## config.mk

```make
export PLATFORM = sky130hd
export DESIGN_NAME = sfcs_top
export DESIGN_NICKNAME = d
export VERILOG_FILES = /design/src/sfcs_pkg.sv /design/src/sfcs_top.sv
export SDC_FILE = /design/constraint.sdc
export NUM_CORES = 1
export LEC_CHECK = 0
export ABC_AREA = 1
export BUFFER_PORTS_ARGS = -buffer_cell sky130_fd_sc_hd__buf_2
export CAP_MARGIN = 15
export CORE_UTILIZATION = 44
export DETAILED_ROUTE_END_ITERATION = 10
export PLACE_DENSITY_LB_ADDON = 0.15
export REMOVE_ABC_BUFFERS = 1
export SLEW_MARGIN = 15
export SYNTH_ARGS = -nofsm -noshare
export SYNTH_HDL_FRONTEND = slang
export SYNTH_SLANG_ARGS = --single-unit
```

## constraint.sdc

```tcl
create_clock -name sys_clk_i -period 4.9 [get_ports sys_clk_i]
set_input_delay 0 -clock sys_clk_i [delete_from_list [all_inputs] [get_ports sys_clk_i]]
set_output_delay 0 -clock sys_clk_i [all_outputs]
set_load 0.1 [all_outputs]
```

## src/sfcs_pkg.sv

```systemverilog
/*
 package of the serial flash command sequencer: opcodes, status bit
 positions, file store limits, link timing and counter limits.
 assumes nothing of its surroundings.
*/
package sfcs_pkg;
   localparam logic [7:0]  OP_READ_ID     = 8'h9F;
   localparam logic [7:0]  OP_READ_STATUS = 8'h05;
   localparam logic [7:0]  OP_WRITE_EN    = 8'h06;
   localparam logic [7:0]  OP_CHIP_ERASE  = 8'hC7;
   localparam logic [7:0]  OP_READ_DATA   = 8'h03;
   localparam logic [7:0]  OP_PAGE_PROG   = 8'h02;
   localparam logic [7:0]  OP_SECT_ERASE  = 8'h20;
   localparam int          ST_BUSY_BIT    = 0;
   localparam int          ST_WEL_BIT     = 1;
   localparam int          ID_BYTES       = 3;
   localparam logic [8:0]  PAGE_LIMIT     = 9'h100;
   localparam logic [23:0] STORE_BASE     = 24'h00_0000;
   localparam int          BLOCK_SHIFT    = 12;
   localparam logic [7:0]  MAX_FILES      = 8'h80;
   localparam logic [24:0] MAX_FILE_SIZE  = 25'h100_0000;
   localparam logic [25:0] MIN_SAFE_SIZE  = 26'h000_2000;
   localparam int          SCK_HALF_NS    = 16;
   localparam int          CLK_NS         = 4;
   localparam int          SCK_HALF_CYC   = (SCK_HALF_NS + CLK_NS - 1)/CLK_NS;
   localparam logic [3:0]  SCK_HALF       = 4'(SCK_HALF_CYC);
   localparam logic [2:0]  BIT_LAST       = 3'h7;

   typedef enum logic [2:0] {
      SFCS_CMD_ID,
      SFCS_CMD_STATUS,
      SFCS_CMD_READ,
      SFCS_CMD_PROG,
      SFCS_CMD_SECT,
      SFCS_CMD_CHIP,
      SFCS_CMD_ALLOC
   } sfcs_cmd_t;
endpackage

```

## src/sfcs_top.sv

```systemverilog
/*
 serial flash command sequencer: spi master toward the external serial
 flash, issuing identification, status, write enable, erase, program and
 read sequences, plus the file store allocation checks.
 assumes a mode-0 flash on the four-wire link and a requester that holds
 its command fields stable while req_i is high until ack.
*/
`timescale 1ns/1ps
module sfcs_top (
   input  wire logic        sys_clk_i,
   input  wire logic        sys_rst_i,
   input  wire logic        req_i,
   input  wire logic [2:0]  cmd_i,
   input  wire logic [23:0] addr_i,
   input  wire logic [7:0]  len_i,
   input  wire logic        raw_i,
   input  wire logic [23:0] store_size_i,
   input  wire logic [7:0]  file_count_i,
   input  wire logic [24:0] file_size_i,
   input  wire logic        file_safe_i,
   input  wire logic [7:0]  wr_data_i,
   input  wire logic        miso_i,
   output logic             ack_o,
   output logic             err_o,
   output logic             wr_take_o,
   output logic             rd_valid_o,
   output logic [7:0]       rd_data_o,
   output logic [23:0]      result_o,
   output logic             sck_o,
   output logic             cs_n_o,
   output logic             mosi_o
);
   typedef enum logic [3:0] {
      S_IDLE, S_WREN, S_WPOLL_OP, S_WPOLL_RD, S_CMD_OP, S_ADDR,
      S_DATA, S_BPOLL_OP, S_BPOLL_RD, S_GAP, S_DONE
   } sfcs_state_t;

   sfcs_state_t state;
   sfcs_state_t after_gap;
   logic [2:0]  cmd;
   logic [23:0] addr;
   logic [7:0]  left;
   logic [1:0]  abyte;
   logic [3:0]  div;
   logic        tick;
   logic        busy_shift;
   logic        byte_done;
   logic [7:0]  tx_byte;
   logic [7:0]  rx_byte;
   logic [2:0]  bitn;
   logic        load;
   logic [7:0]  next_tx;
   logic        sck_phase;
   logic [2:0]  miso_s;
   logic        miso_q;
   logic        miso_ok;

   localparam int BLOCK_SHIFT = sfcs_pkg::BLOCK_SHIFT;

   function automatic logic [25:0] alloc_bytes(input logic [24:0] sz,
                                               input logic safe);
      logic [25:0] raw;
      logic [25:0] blk;
      raw = safe ? {sz, 1'b0} : {1'b0, sz};
      blk = (raw + 26'h000_0FFF) >> BLOCK_SHIFT;
      blk = blk << BLOCK_SHIFT;
      if (blk == 26'h000_0000)
         blk = 26'h000_1000;
      if (safe && blk < sfcs_pkg::MIN_SAFE_SIZE)
         blk = sfcs_pkg::MIN_SAFE_SIZE;
      return blk;
   endfunction

   // miso from the pin: three flops, a level counts once two and three agree
   always_ff @(posedge sys_clk_i or posedge sys_rst_i) begin
      if (sys_rst_i) begin
         miso_s <= 3'h0;
         miso_q <= 1'b0;
      end else begin
         miso_s <= {miso_s[1:0], miso_i};
         if (miso_s[2] == miso_s[1])
            miso_q <= miso_s[2];
      end
   end
   assign miso_ok = (miso_s[2] == miso_s[1]) ? miso_s[2] : miso_q;

   // half period divider for the link clock
   always_ff @(posedge sys_clk_i or posedge sys_rst_i) begin
      if (sys_rst_i) begin
         div  <= 4'h0;
         tick <= 1'b0;
      end else if (div == sfcs_pkg::SCK_HALF - 4'h1) begin
         div  <= 4'h0;
         tick <= 1'b1;
      end else begin
         div  <= div + 4'h1;
         tick <= 1'b0;
      end
   end

   // byte shifter, mode 0, msb first
   always_ff @(posedge sys_clk_i or posedge sys_rst_i) begin
      if (sys_rst_i) begin
         busy_shift <= 1'b0;
         byte_done  <= 1'b0;
         tx_byte    <= 8'h00;
         rx_byte    <= 8'h00;
         bitn       <= 3'h0;
         sck_phase  <= 1'b0;
         sck_o      <= 1'b0;
         mosi_o     <= 1'b0;
      end else begin
         byte_done <= 1'b0;
         if (load) begin
            busy_shift <= 1'b1;
            tx_byte    <= next_tx;
            mosi_o     <= next_tx[7];
            bitn       <= 3'h0;
            sck_phase  <= 1'b0;
         end else if (busy_shift && tick) begin
            if (!sck_phase) begin
               sck_o     <= 1'b1;
               sck_phase <= 1'b1;
               rx_byte   <= {rx_byte[6:0], miso_ok};
            end else begin
               sck_o     <= 1'b0;
               sck_phase <= 1'b0;
               if (bitn == sfcs_pkg::BIT_LAST) begin
                  busy_shift <= 1'b0;
                  byte_done  <= 1'b1;
               end else begin
                  bitn    <= bitn + 3'h1;
                  tx_byte <= {tx_byte[6:0], 1'b0};
                  mosi_o  <= tx_byte[6];
               end
            end
         end
      end
   end

   logic        start_ok;
   logic        is_write;
   logic [23:0] store_end;
   assign store_end = sfcs_pkg::STORE_BASE + store_size_i;
   assign is_write  = cmd_i == 3'(sfcs_pkg::SFCS_CMD_PROG) ||
                      cmd_i == 3'(sfcs_pkg::SFCS_CMD_SECT) ||
                      cmd_i == 3'(sfcs_pkg::SFCS_CMD_CHIP);
   // raw access may not touch the file store
   always_comb begin
      start_ok = 1'b1;
      if (raw_i && cmd_i != 3'(sfcs_pkg::SFCS_CMD_ID) &&
          cmd_i != 3'(sfcs_pkg::SFCS_CMD_STATUS) &&
          (addr_i < store_end ||
           cmd_i == 3'(sfcs_pkg::SFCS_CMD_CHIP)))
         start_ok = 1'b0;
      if (cmd_i == 3'(sfcs_pkg::SFCS_CMD_PROG) &&
          ({1'b0, len_i} == 9'h000 || {1'b0, len_i} >= sfcs_pkg::PAGE_LIMIT))
         start_ok = 1'b0;
      if (cmd_i > 3'(sfcs_pkg::SFCS_CMD_ALLOC))
         start_ok = 1'b0;
   end

   // opcode, address or data byte to load next
   always_comb begin
      next_tx = 8'h00;
      unique case (state)
         S_WREN:     next_tx = sfcs_pkg::OP_WRITE_EN;
         S_WPOLL_OP,
         S_BPOLL_OP: next_tx = sfcs_pkg::OP_READ_STATUS;
         S_CMD_OP: begin
            unique case (cmd)
               3'(sfcs_pkg::SFCS_CMD_ID):   next_tx = sfcs_pkg::OP_READ_ID;
               3'(sfcs_pkg::SFCS_CMD_STATUS):
                  next_tx = sfcs_pkg::OP_READ_STATUS;
               3'(sfcs_pkg::SFCS_CMD_READ): next_tx = sfcs_pkg::OP_READ_DATA;
               3'(sfcs_pkg::SFCS_CMD_PROG): next_tx = sfcs_pkg::OP_PAGE_PROG;
               3'(sfcs_pkg::SFCS_CMD_SECT): next_tx = sfcs_pkg::OP_SECT_ERASE;
               default:                     next_tx = sfcs_pkg::OP_CHIP_ERASE;
            endcase
         end
         S_ADDR: next_tx = (abyte == 2'h0) ? addr[23:16] :
                           (abyte == 2'h1) ? addr[15:8] : addr[7:0];
         S_DATA: next_tx = (cmd == 3'(sfcs_pkg::SFCS_CMD_PROG)) ?
                           wr_data_i : 8'h00;
         default: next_tx = 8'h00;
      endcase
   end

   logic active;
   assign load = active && !busy_shift && !byte_done && !cs_n_o &&
                 state != S_IDLE && state != S_GAP && state != S_DONE;

   // sequencer
   always_ff @(posedge sys_clk_i or posedge sys_rst_i) begin
      if (sys_rst_i) begin
         state      <= S_IDLE;
         after_gap  <= S_IDLE;
         cmd        <= 3'h0;
         addr       <= 24'h00_0000;
         left       <= 8'h00;
         abyte      <= 2'h0;
         active     <= 1'b0;
         cs_n_o     <= 1'b1;
         ack_o      <= 1'b0;
         err_o      <= 1'b0;
         wr_take_o  <= 1'b0;
         rd_valid_o <= 1'b0;
         rd_data_o  <= 8'h00;
         result_o   <= 24'h00_0000;
      end else begin
         ack_o      <= 1'b0;
         wr_take_o  <= 1'b0;
         rd_valid_o <= 1'b0;
         active     <= 1'b0;
         unique case (state)
            S_IDLE: if (req_i && !ack_o) begin
               cmd   <= cmd_i;
               left  <= len_i;
               abyte <= 2'h0;
               err_o <= 1'b0;
               if (cmd_i == 3'(sfcs_pkg::SFCS_CMD_SECT))
                  addr <= {addr_i[23:12], 12'h000};
               else
                  addr <= addr_i;
               if (cmd_i == 3'(sfcs_pkg::SFCS_CMD_ALLOC)) begin
                  result_o <= 24'(alloc_bytes(file_size_i, file_safe_i) >>
                                  BLOCK_SHIFT);
                  if (file_count_i >= sfcs_pkg::MAX_FILES)
                     err_o <= 1'b1;
                  if (file_size_i > sfcs_pkg::MAX_FILE_SIZE)
                     err_o <= 1'b1;
                  state <= S_DONE;
               end else if (!start_ok) begin
                  err_o <= 1'b1;
                  state <= S_DONE;
               end else begin
                  cs_n_o <= 1'b0;
                  state  <= is_write ? S_WREN : S_CMD_OP;
               end
            end
            S_WREN: if (byte_done) begin
               cs_n_o    <= 1'b1;
               after_gap <= S_WPOLL_OP;
               state     <= S_GAP;
            end else
               active <= 1'b1;
            S_WPOLL_OP, S_BPOLL_OP: if (byte_done) begin
               state <= (state == S_WPOLL_OP) ? S_WPOLL_RD : S_BPOLL_RD;
            end else
               active <= 1'b1;
            S_WPOLL_RD, S_BPOLL_RD: begin
               if (!busy_shift && !byte_done)
                  active <= 1'b1;
               if (byte_done) begin
                  cs_n_o <= 1'b1;
                  state  <= S_GAP;
                  if (state == S_WPOLL_RD)
                     after_gap <= rx_byte[sfcs_pkg::ST_WEL_BIT] ?
                                  S_CMD_OP : S_WPOLL_OP;
                  else
                     after_gap <= rx_byte[sfcs_pkg::ST_BUSY_BIT] ?
                                  S_BPOLL_OP : S_DONE;
               end
            end
            S_GAP: if (tick) begin
               state  <= after_gap;
               cs_n_o <= (after_gap == S_DONE);
            end
            S_CMD_OP: if (byte_done) begin
               if (cmd == 3'(sfcs_pkg::SFCS_CMD_CHIP)) begin
                  cs_n_o    <= 1'b1;
                  after_gap <= S_BPOLL_OP;
                  state     <= S_GAP;
               end else if (cmd == 3'(sfcs_pkg::SFCS_CMD_ID)) begin
                  left  <= 8'(sfcs_pkg::ID_BYTES);
                  state <= S_DATA;
               end else if (cmd == 3'(sfcs_pkg::SFCS_CMD_STATUS)) begin
                  left  <= 8'h01;
                  state <= S_DATA;
               end else
                  state <= S_ADDR;
            end else
               active <= 1'b1;
            S_ADDR: if (byte_done) begin
               abyte <= abyte + 2'h1;
               if (abyte == 2'h2) begin
                  if (cmd == 3'(sfcs_pkg::SFCS_CMD_SECT)) begin
                     cs_n_o    <= 1'b1;
                     after_gap <= S_BPOLL_OP;
                     state     <= S_GAP;
                  end else
                     state <= S_DATA;
               end
            end else
               active <= 1'b1;
            S_DATA: if (byte_done) begin
               if (cmd == 3'(sfcs_pkg::SFCS_CMD_PROG))
                  wr_take_o <= 1'b1;
               else begin
                  rd_valid_o <= 1'b1;
                  rd_data_o  <= rx_byte;
                  result_o   <= {result_o[15:0], rx_byte};
               end
               if (left != 8'h00)
                  left <= left - 8'h01;
               if (left == 8'h01 ||
                   (cmd == 3'(sfcs_pkg::SFCS_CMD_READ) && !req_i &&
                    left == 8'h00)) begin
                  cs_n_o <= 1'b1;
                  after_gap <= (cmd == 3'(sfcs_pkg::SFCS_CMD_PROG)) ?
                               S_BPOLL_OP : S_DONE;
                  state <= S_GAP;
               end
            end else if (left != 8'h00 ||
                         cmd == 3'(sfcs_pkg::SFCS_CMD_READ))
               active <= 1'b1;
            S_DONE: begin
               ack_o  <= 1'b1;
               cs_n_o <= 1'b1;
               state  <= S_IDLE;
            end
            default: state <= S_IDLE;
         endcase
      end
   end

   a_cs_frames_byte: assert property (@(posedge sys_clk_i)
      disable iff (sys_rst_i) $rose(sck_o) |-> !cs_n_o)
      else $error("link clock pulsed outside chip select");
   a_sect_align: assert property (@(posedge sys_clk_i)
      disable iff (sys_rst_i)
      (state == S_ADDR && cmd == 3'(sfcs_pkg::SFCS_CMD_SECT)) |->
      addr[11:0] == 12'h000)
      else $error("sector erase address not 4K aligned");
   a_wren_first: assert property (@(posedge sys_clk_i)
      disable iff (sys_rst_i)
      (state == S_IDLE && req_i && !ack_o && start_ok && is_write &&
       cmd_i != 3'(sfcs_pkg::SFCS_CMD_ALLOC)) |=> state == S_WREN)
      else $error("write command without write enable");
   a_file_limit: assert property (@(posedge sys_clk_i)
      disable iff (sys_rst_i)
      (state == S_IDLE && req_i && !ack_o &&
       cmd_i == 3'(sfcs_pkg::SFCS_CMD_ALLOC) && file_count_i >= 8'h80)
      |=> err_o ##1 ack_o && err_o)
      else $error("file created beyond count limit");
   a_size_limit: assert property (@(posedge sys_clk_i)
      disable iff (sys_rst_i)
      (state == S_IDLE && req_i && !ack_o &&
       cmd_i == 3'(sfcs_pkg::SFCS_CMD_ALLOC) &&
       file_size_i > 25'h100_0000) |=> err_o)
      else $error("oversize file accepted");
   a_safe_min: assert property (@(posedge sys_clk_i)
      disable iff (sys_rst_i)
      (state == S_IDLE && req_i && !ack_o && file_safe_i &&
       cmd_i == 3'(sfcs_pkg::SFCS_CMD_ALLOC)) |=> result_o >= 24'h00_0002)
      else $error("fail-safe file below two blocks");
   a_raw_guard: assert property (@(posedge sys_clk_i)
      disable iff (sys_rst_i)
      (state == S_IDLE && req_i && !ack_o && raw_i &&
       cmd_i == 3'(sfcs_pkg::SFCS_CMD_CHIP)) |=> cs_n_o && err_o)
      else $error("raw chip erase reached the flash");
   a_wel_gate: assert property (@(posedge sys_clk_i)
      disable iff (sys_rst_i)
      (state == S_WPOLL_RD && byte_done && !rx_byte[1]) |=>
      after_gap == S_WPOLL_OP)
      else $error("continued without write enable latch");
   a_busy_gate: assert property (@(posedge sys_clk_i)
      disable iff (sys_rst_i)
      (state == S_BPOLL_RD && byte_done && rx_byte[0]) |=>
      after_gap == S_BPOLL_OP)
      else $error("finished while flash busy");
endmodule

```

==> metrics.md <==
| Metric | Value |
|---|---|
| Outcome | finished clean |
| Setup bufs post-CTS | 0 |
| Num Clock Sinks | 115 |
| Root buf cell | clkbuf_16 |
| Synth top area cells | dfrtp_1 38%, nand2_1 14%, inv_1 7.7% |
| Flops & latches, synth | 115 |
| CTS HTree Levels | 4 |
| Detailed-route vias per instance | 4.992 |
| Internal power | 1845 uW |
| Final hold violations | 0 |
| Total of max-cap violations | 0 |
| Post-CTS sizing | 0 |
| Final TNS setup | 0 ps |
| P&R area growth vs syn | 23.97% |
| Leading area contributor after synthesis | dfrtp_1 |
| RSZ-0062 raised after global routing | no |
| Register area share after synthesis | 0.3841 |
| Die W | 132.5 um |
| Setup slack, reg-to-reg | 1870 ps |
| CP Data Arrival Time | 3330 ps |
| Die height | 132.5 um |
| Comb pwr share | 0.103 |
| CTS buffer count | 17 |
| Max clock buf depth | 2 |
| Most common cell in the synthesized netlist | nand2_1 |
| FMAX | 330.0 MHz |
| Latest clock arrival within the worst-skew pair | 430 ps |
| CTS Hold Bufs | 40 |
| DRC | 0 |
| Min Clock Period, post-route | 3030 ps |
| Net Sw Power | 600.1 uW |
| Mapped Area | 0.007496 sq mm |
| Total track usage | 0.2363 |
| Sequential Power Share | 0.394 |
| Max_slew headroom | 0.3598 |
| Drt first-iter violations | 415 |
| Starting Density | 0.4520 |
| Critical path endpoint category | register |
| Detail-routed net length per standard cell | 13.56 um |
| Number of global-route vias before repair | 6912 |
| Unique masters post-synth | 55 |
| Placer Congestion | 0.9234 |
| Number of synthesis warnings | 0 |
| Worst setup SP type | register |
| Switch share | 0.2455 |
| Clock transition at path regs | 50 ps |
| Die ar. | 0.01756 sq mm |
| Via count | 7308 |
| VDD IR-drop max | 0.2006 mV |
| CTS tree | done |
| Largest net degree at the start of global routing | 74 |
| DR pass1 iterations | 5 |
| Dpl hpwl | 14900 um |
| Antenna Violating Nets Remaining | 0 |
| Critical Path Fanout Max | 38 |
| IO Port Bufs | 137 |
| Syn Area/Cell | 7.052 sq um |
| Final wirelength | 19860 um |
| Power Density | 263.1 mW/mm^2 |
| CP Launch Point | state[3] |
| Finish-stage setup viols | 0 |
| Period Utilization, post-route | 0.6184 |
| Top cells by count, synth | 278 x nand2_1, 153 x inv_1, 114 x dfrtp_1, 108 x nor2_1, 101 x o21ai_0 |
| Critical Path RT | 5200 ps |
| Hold path depth | 5 |
| EDFF count, synth | 0 |
| Top_reg_cell synth | dfrtp_1 |
| Layout cells sized above 1 | 0.1712 |
| Core box area | 0.01658 sq mm |
| Post-synth top area share | 0.3806 |
| Final net count | 1369 |
| Fraction of registers with async set/reset | 1.000 |
| Total gr overflow | 0 |
| Max Slew Vio Count | 0 |
| Clock Power Share | 0.503 |
| First-pass GRT wire length | 33360 um |
| Synth Instances | 1063 |
| Row cnt | 47 |
| I/O pin total | 145 |
| Tightest Hold Check Type | input pin to register |
| R2R cell count | 9 |
| Hold Crit Start | wr_data_i[1] |
| Placed insts | 1392 |
| ANT cells | 0 |
| Initial antenna violation count | 0 |
| FF-to-FF End | result_o[8] |
| Finished Layout Cells | 1464 |
| Leakage power | 0.004889 uW |
| WS Path Type | register to register |
| Setup Skew | 6.764 ps |
| Crit Reg-Reg Startpoint | state[3] |
| Worst Hold Path EP | tx_byte[1] |
| Worst Tran Pin Value | 960.3 ps |
[layout by cell type, fill, tap and decap left out, drive strengths merged, types with 4 or more instances in the layout]
cell type    instances
a31oi                7
nand2              284
nand4               16
clkinvlp             5
o211ai               9
buf                140
a21oi               56
o21a                 4
nor4                 8
nand3               61
a211oi               4
o21ai              117
o221ai               4
clkbuf              20
dfrtp              114
clkinv               8
ha                  32
inv                162
nor2               116
nor3                10
o22ai                4
dlygate4sd3         40
[cell families after synthesis]
logic type	after synthesis	synth area share
compound gates	219	0.1678
buf+inv	196	0.1075
flops	115	0.3841
xor+xnor	1	0.001169
fa+ha+maj	33	0.05475
simple gates	499	0.2848
[per-stage QoR]
step / hold WS (ps) / setup WS [ps] / utilization / power [uW] / cell area (sq um)
6_report: 11.71 / 1870 / 0.5604 / 2445 / 9293
5_1_grt: 33.33 / 1549 / 0.5604 / 2543 / 9293
4_1_cts: 1.926 / 1855 / 0.5604 / 2467 / 9293
3_5_place_dp: 123.4 / 1854 / 0.5002 / 1206 / 8295
3_3_place_gp: 129.4 / 1871 / 0.5002 / 1203 / 8295
2_1_floorplan: 31.43 / 1858 / - / 1110 / 7310
[worst max path at each step]
| stage | endpoint | depth (start not counted) |
|---|---|---|
| global placement | result_o[8] | 9 |
| CTS | result_o[8] | 9 |
| finish | result_o[8] | 9 |
| detailed placement | result_o[8] | 9 |
| global route | result_o[8] | 10 |
| floorplan | abyte[0] | 1 |
[layer usage]
| layer | part of all wire | track usage |
|---|---|---|
| met1 | 0.49 | 0.3215 |
| met2 | 0.46 | 0.3816 |
| met3 | 0.045 | 0.04751 |
| met4 | 0.013 | 0.06577 |
| met5 | 0 | 0 |
[state kept, by name (all words and copies together) (netlist names), 2 cells and up]
| register | cells |
|---|---|
| addr | 24 |
| result_o | 24 |
| left | 8 |
| rd_data_o | 8 |
| rx_byte | 8 |
| tx_byte | 7 |
| after_gap | 4 |
| div | 4 |
| state | 4 |
| bitn | 3 |
| cmd | 3 |
| miso_s | 3 |
| abyte | 2 |
[power groups by stage]
| stage | sequential [uW] | combinational [uW] | clock, uW |
|---|---|---|---|
| 4_1_cts | 962 | 252 | 1250 |
| 3_5_place_dp | 979 | 227 | 0 |
| 2_1_floorplan | 977 | 133 | 0 |
| 5_1_grt | 963 | 289 | 1290 |
| 6_report | 963 | 252 | 1230 |
| 3_3_place_gp | 979 | 224 | 0 |
[cell type report]
| class | instances | area, sq um |
|---|---|---|
| clock inverters | 12 | 130.1 |
| clock buffers | 20 | 466.7 |
| repair buffers | 180 | 1109 |
| flip-flops and latches | 115 | 2879 |
| inverters | 165 | 621.8 |
| multi-input cells | 752 | 3811 |
| fillers | 1666 | 7291 |
| well taps | 220 | 275.3 |
[worst max-delay path, cell delays in order (launching register included)]
cell	delay (ps)
dfrtp_1	400
nor2_1	220
nand2_1	550
nor2_2	510
inv_1	190
nand4_1	140
buf_4	340
inv_1	280
o21ai_0	140
o21ai_0	120
No activity file was read; power rests on OpenSTA's default activity.
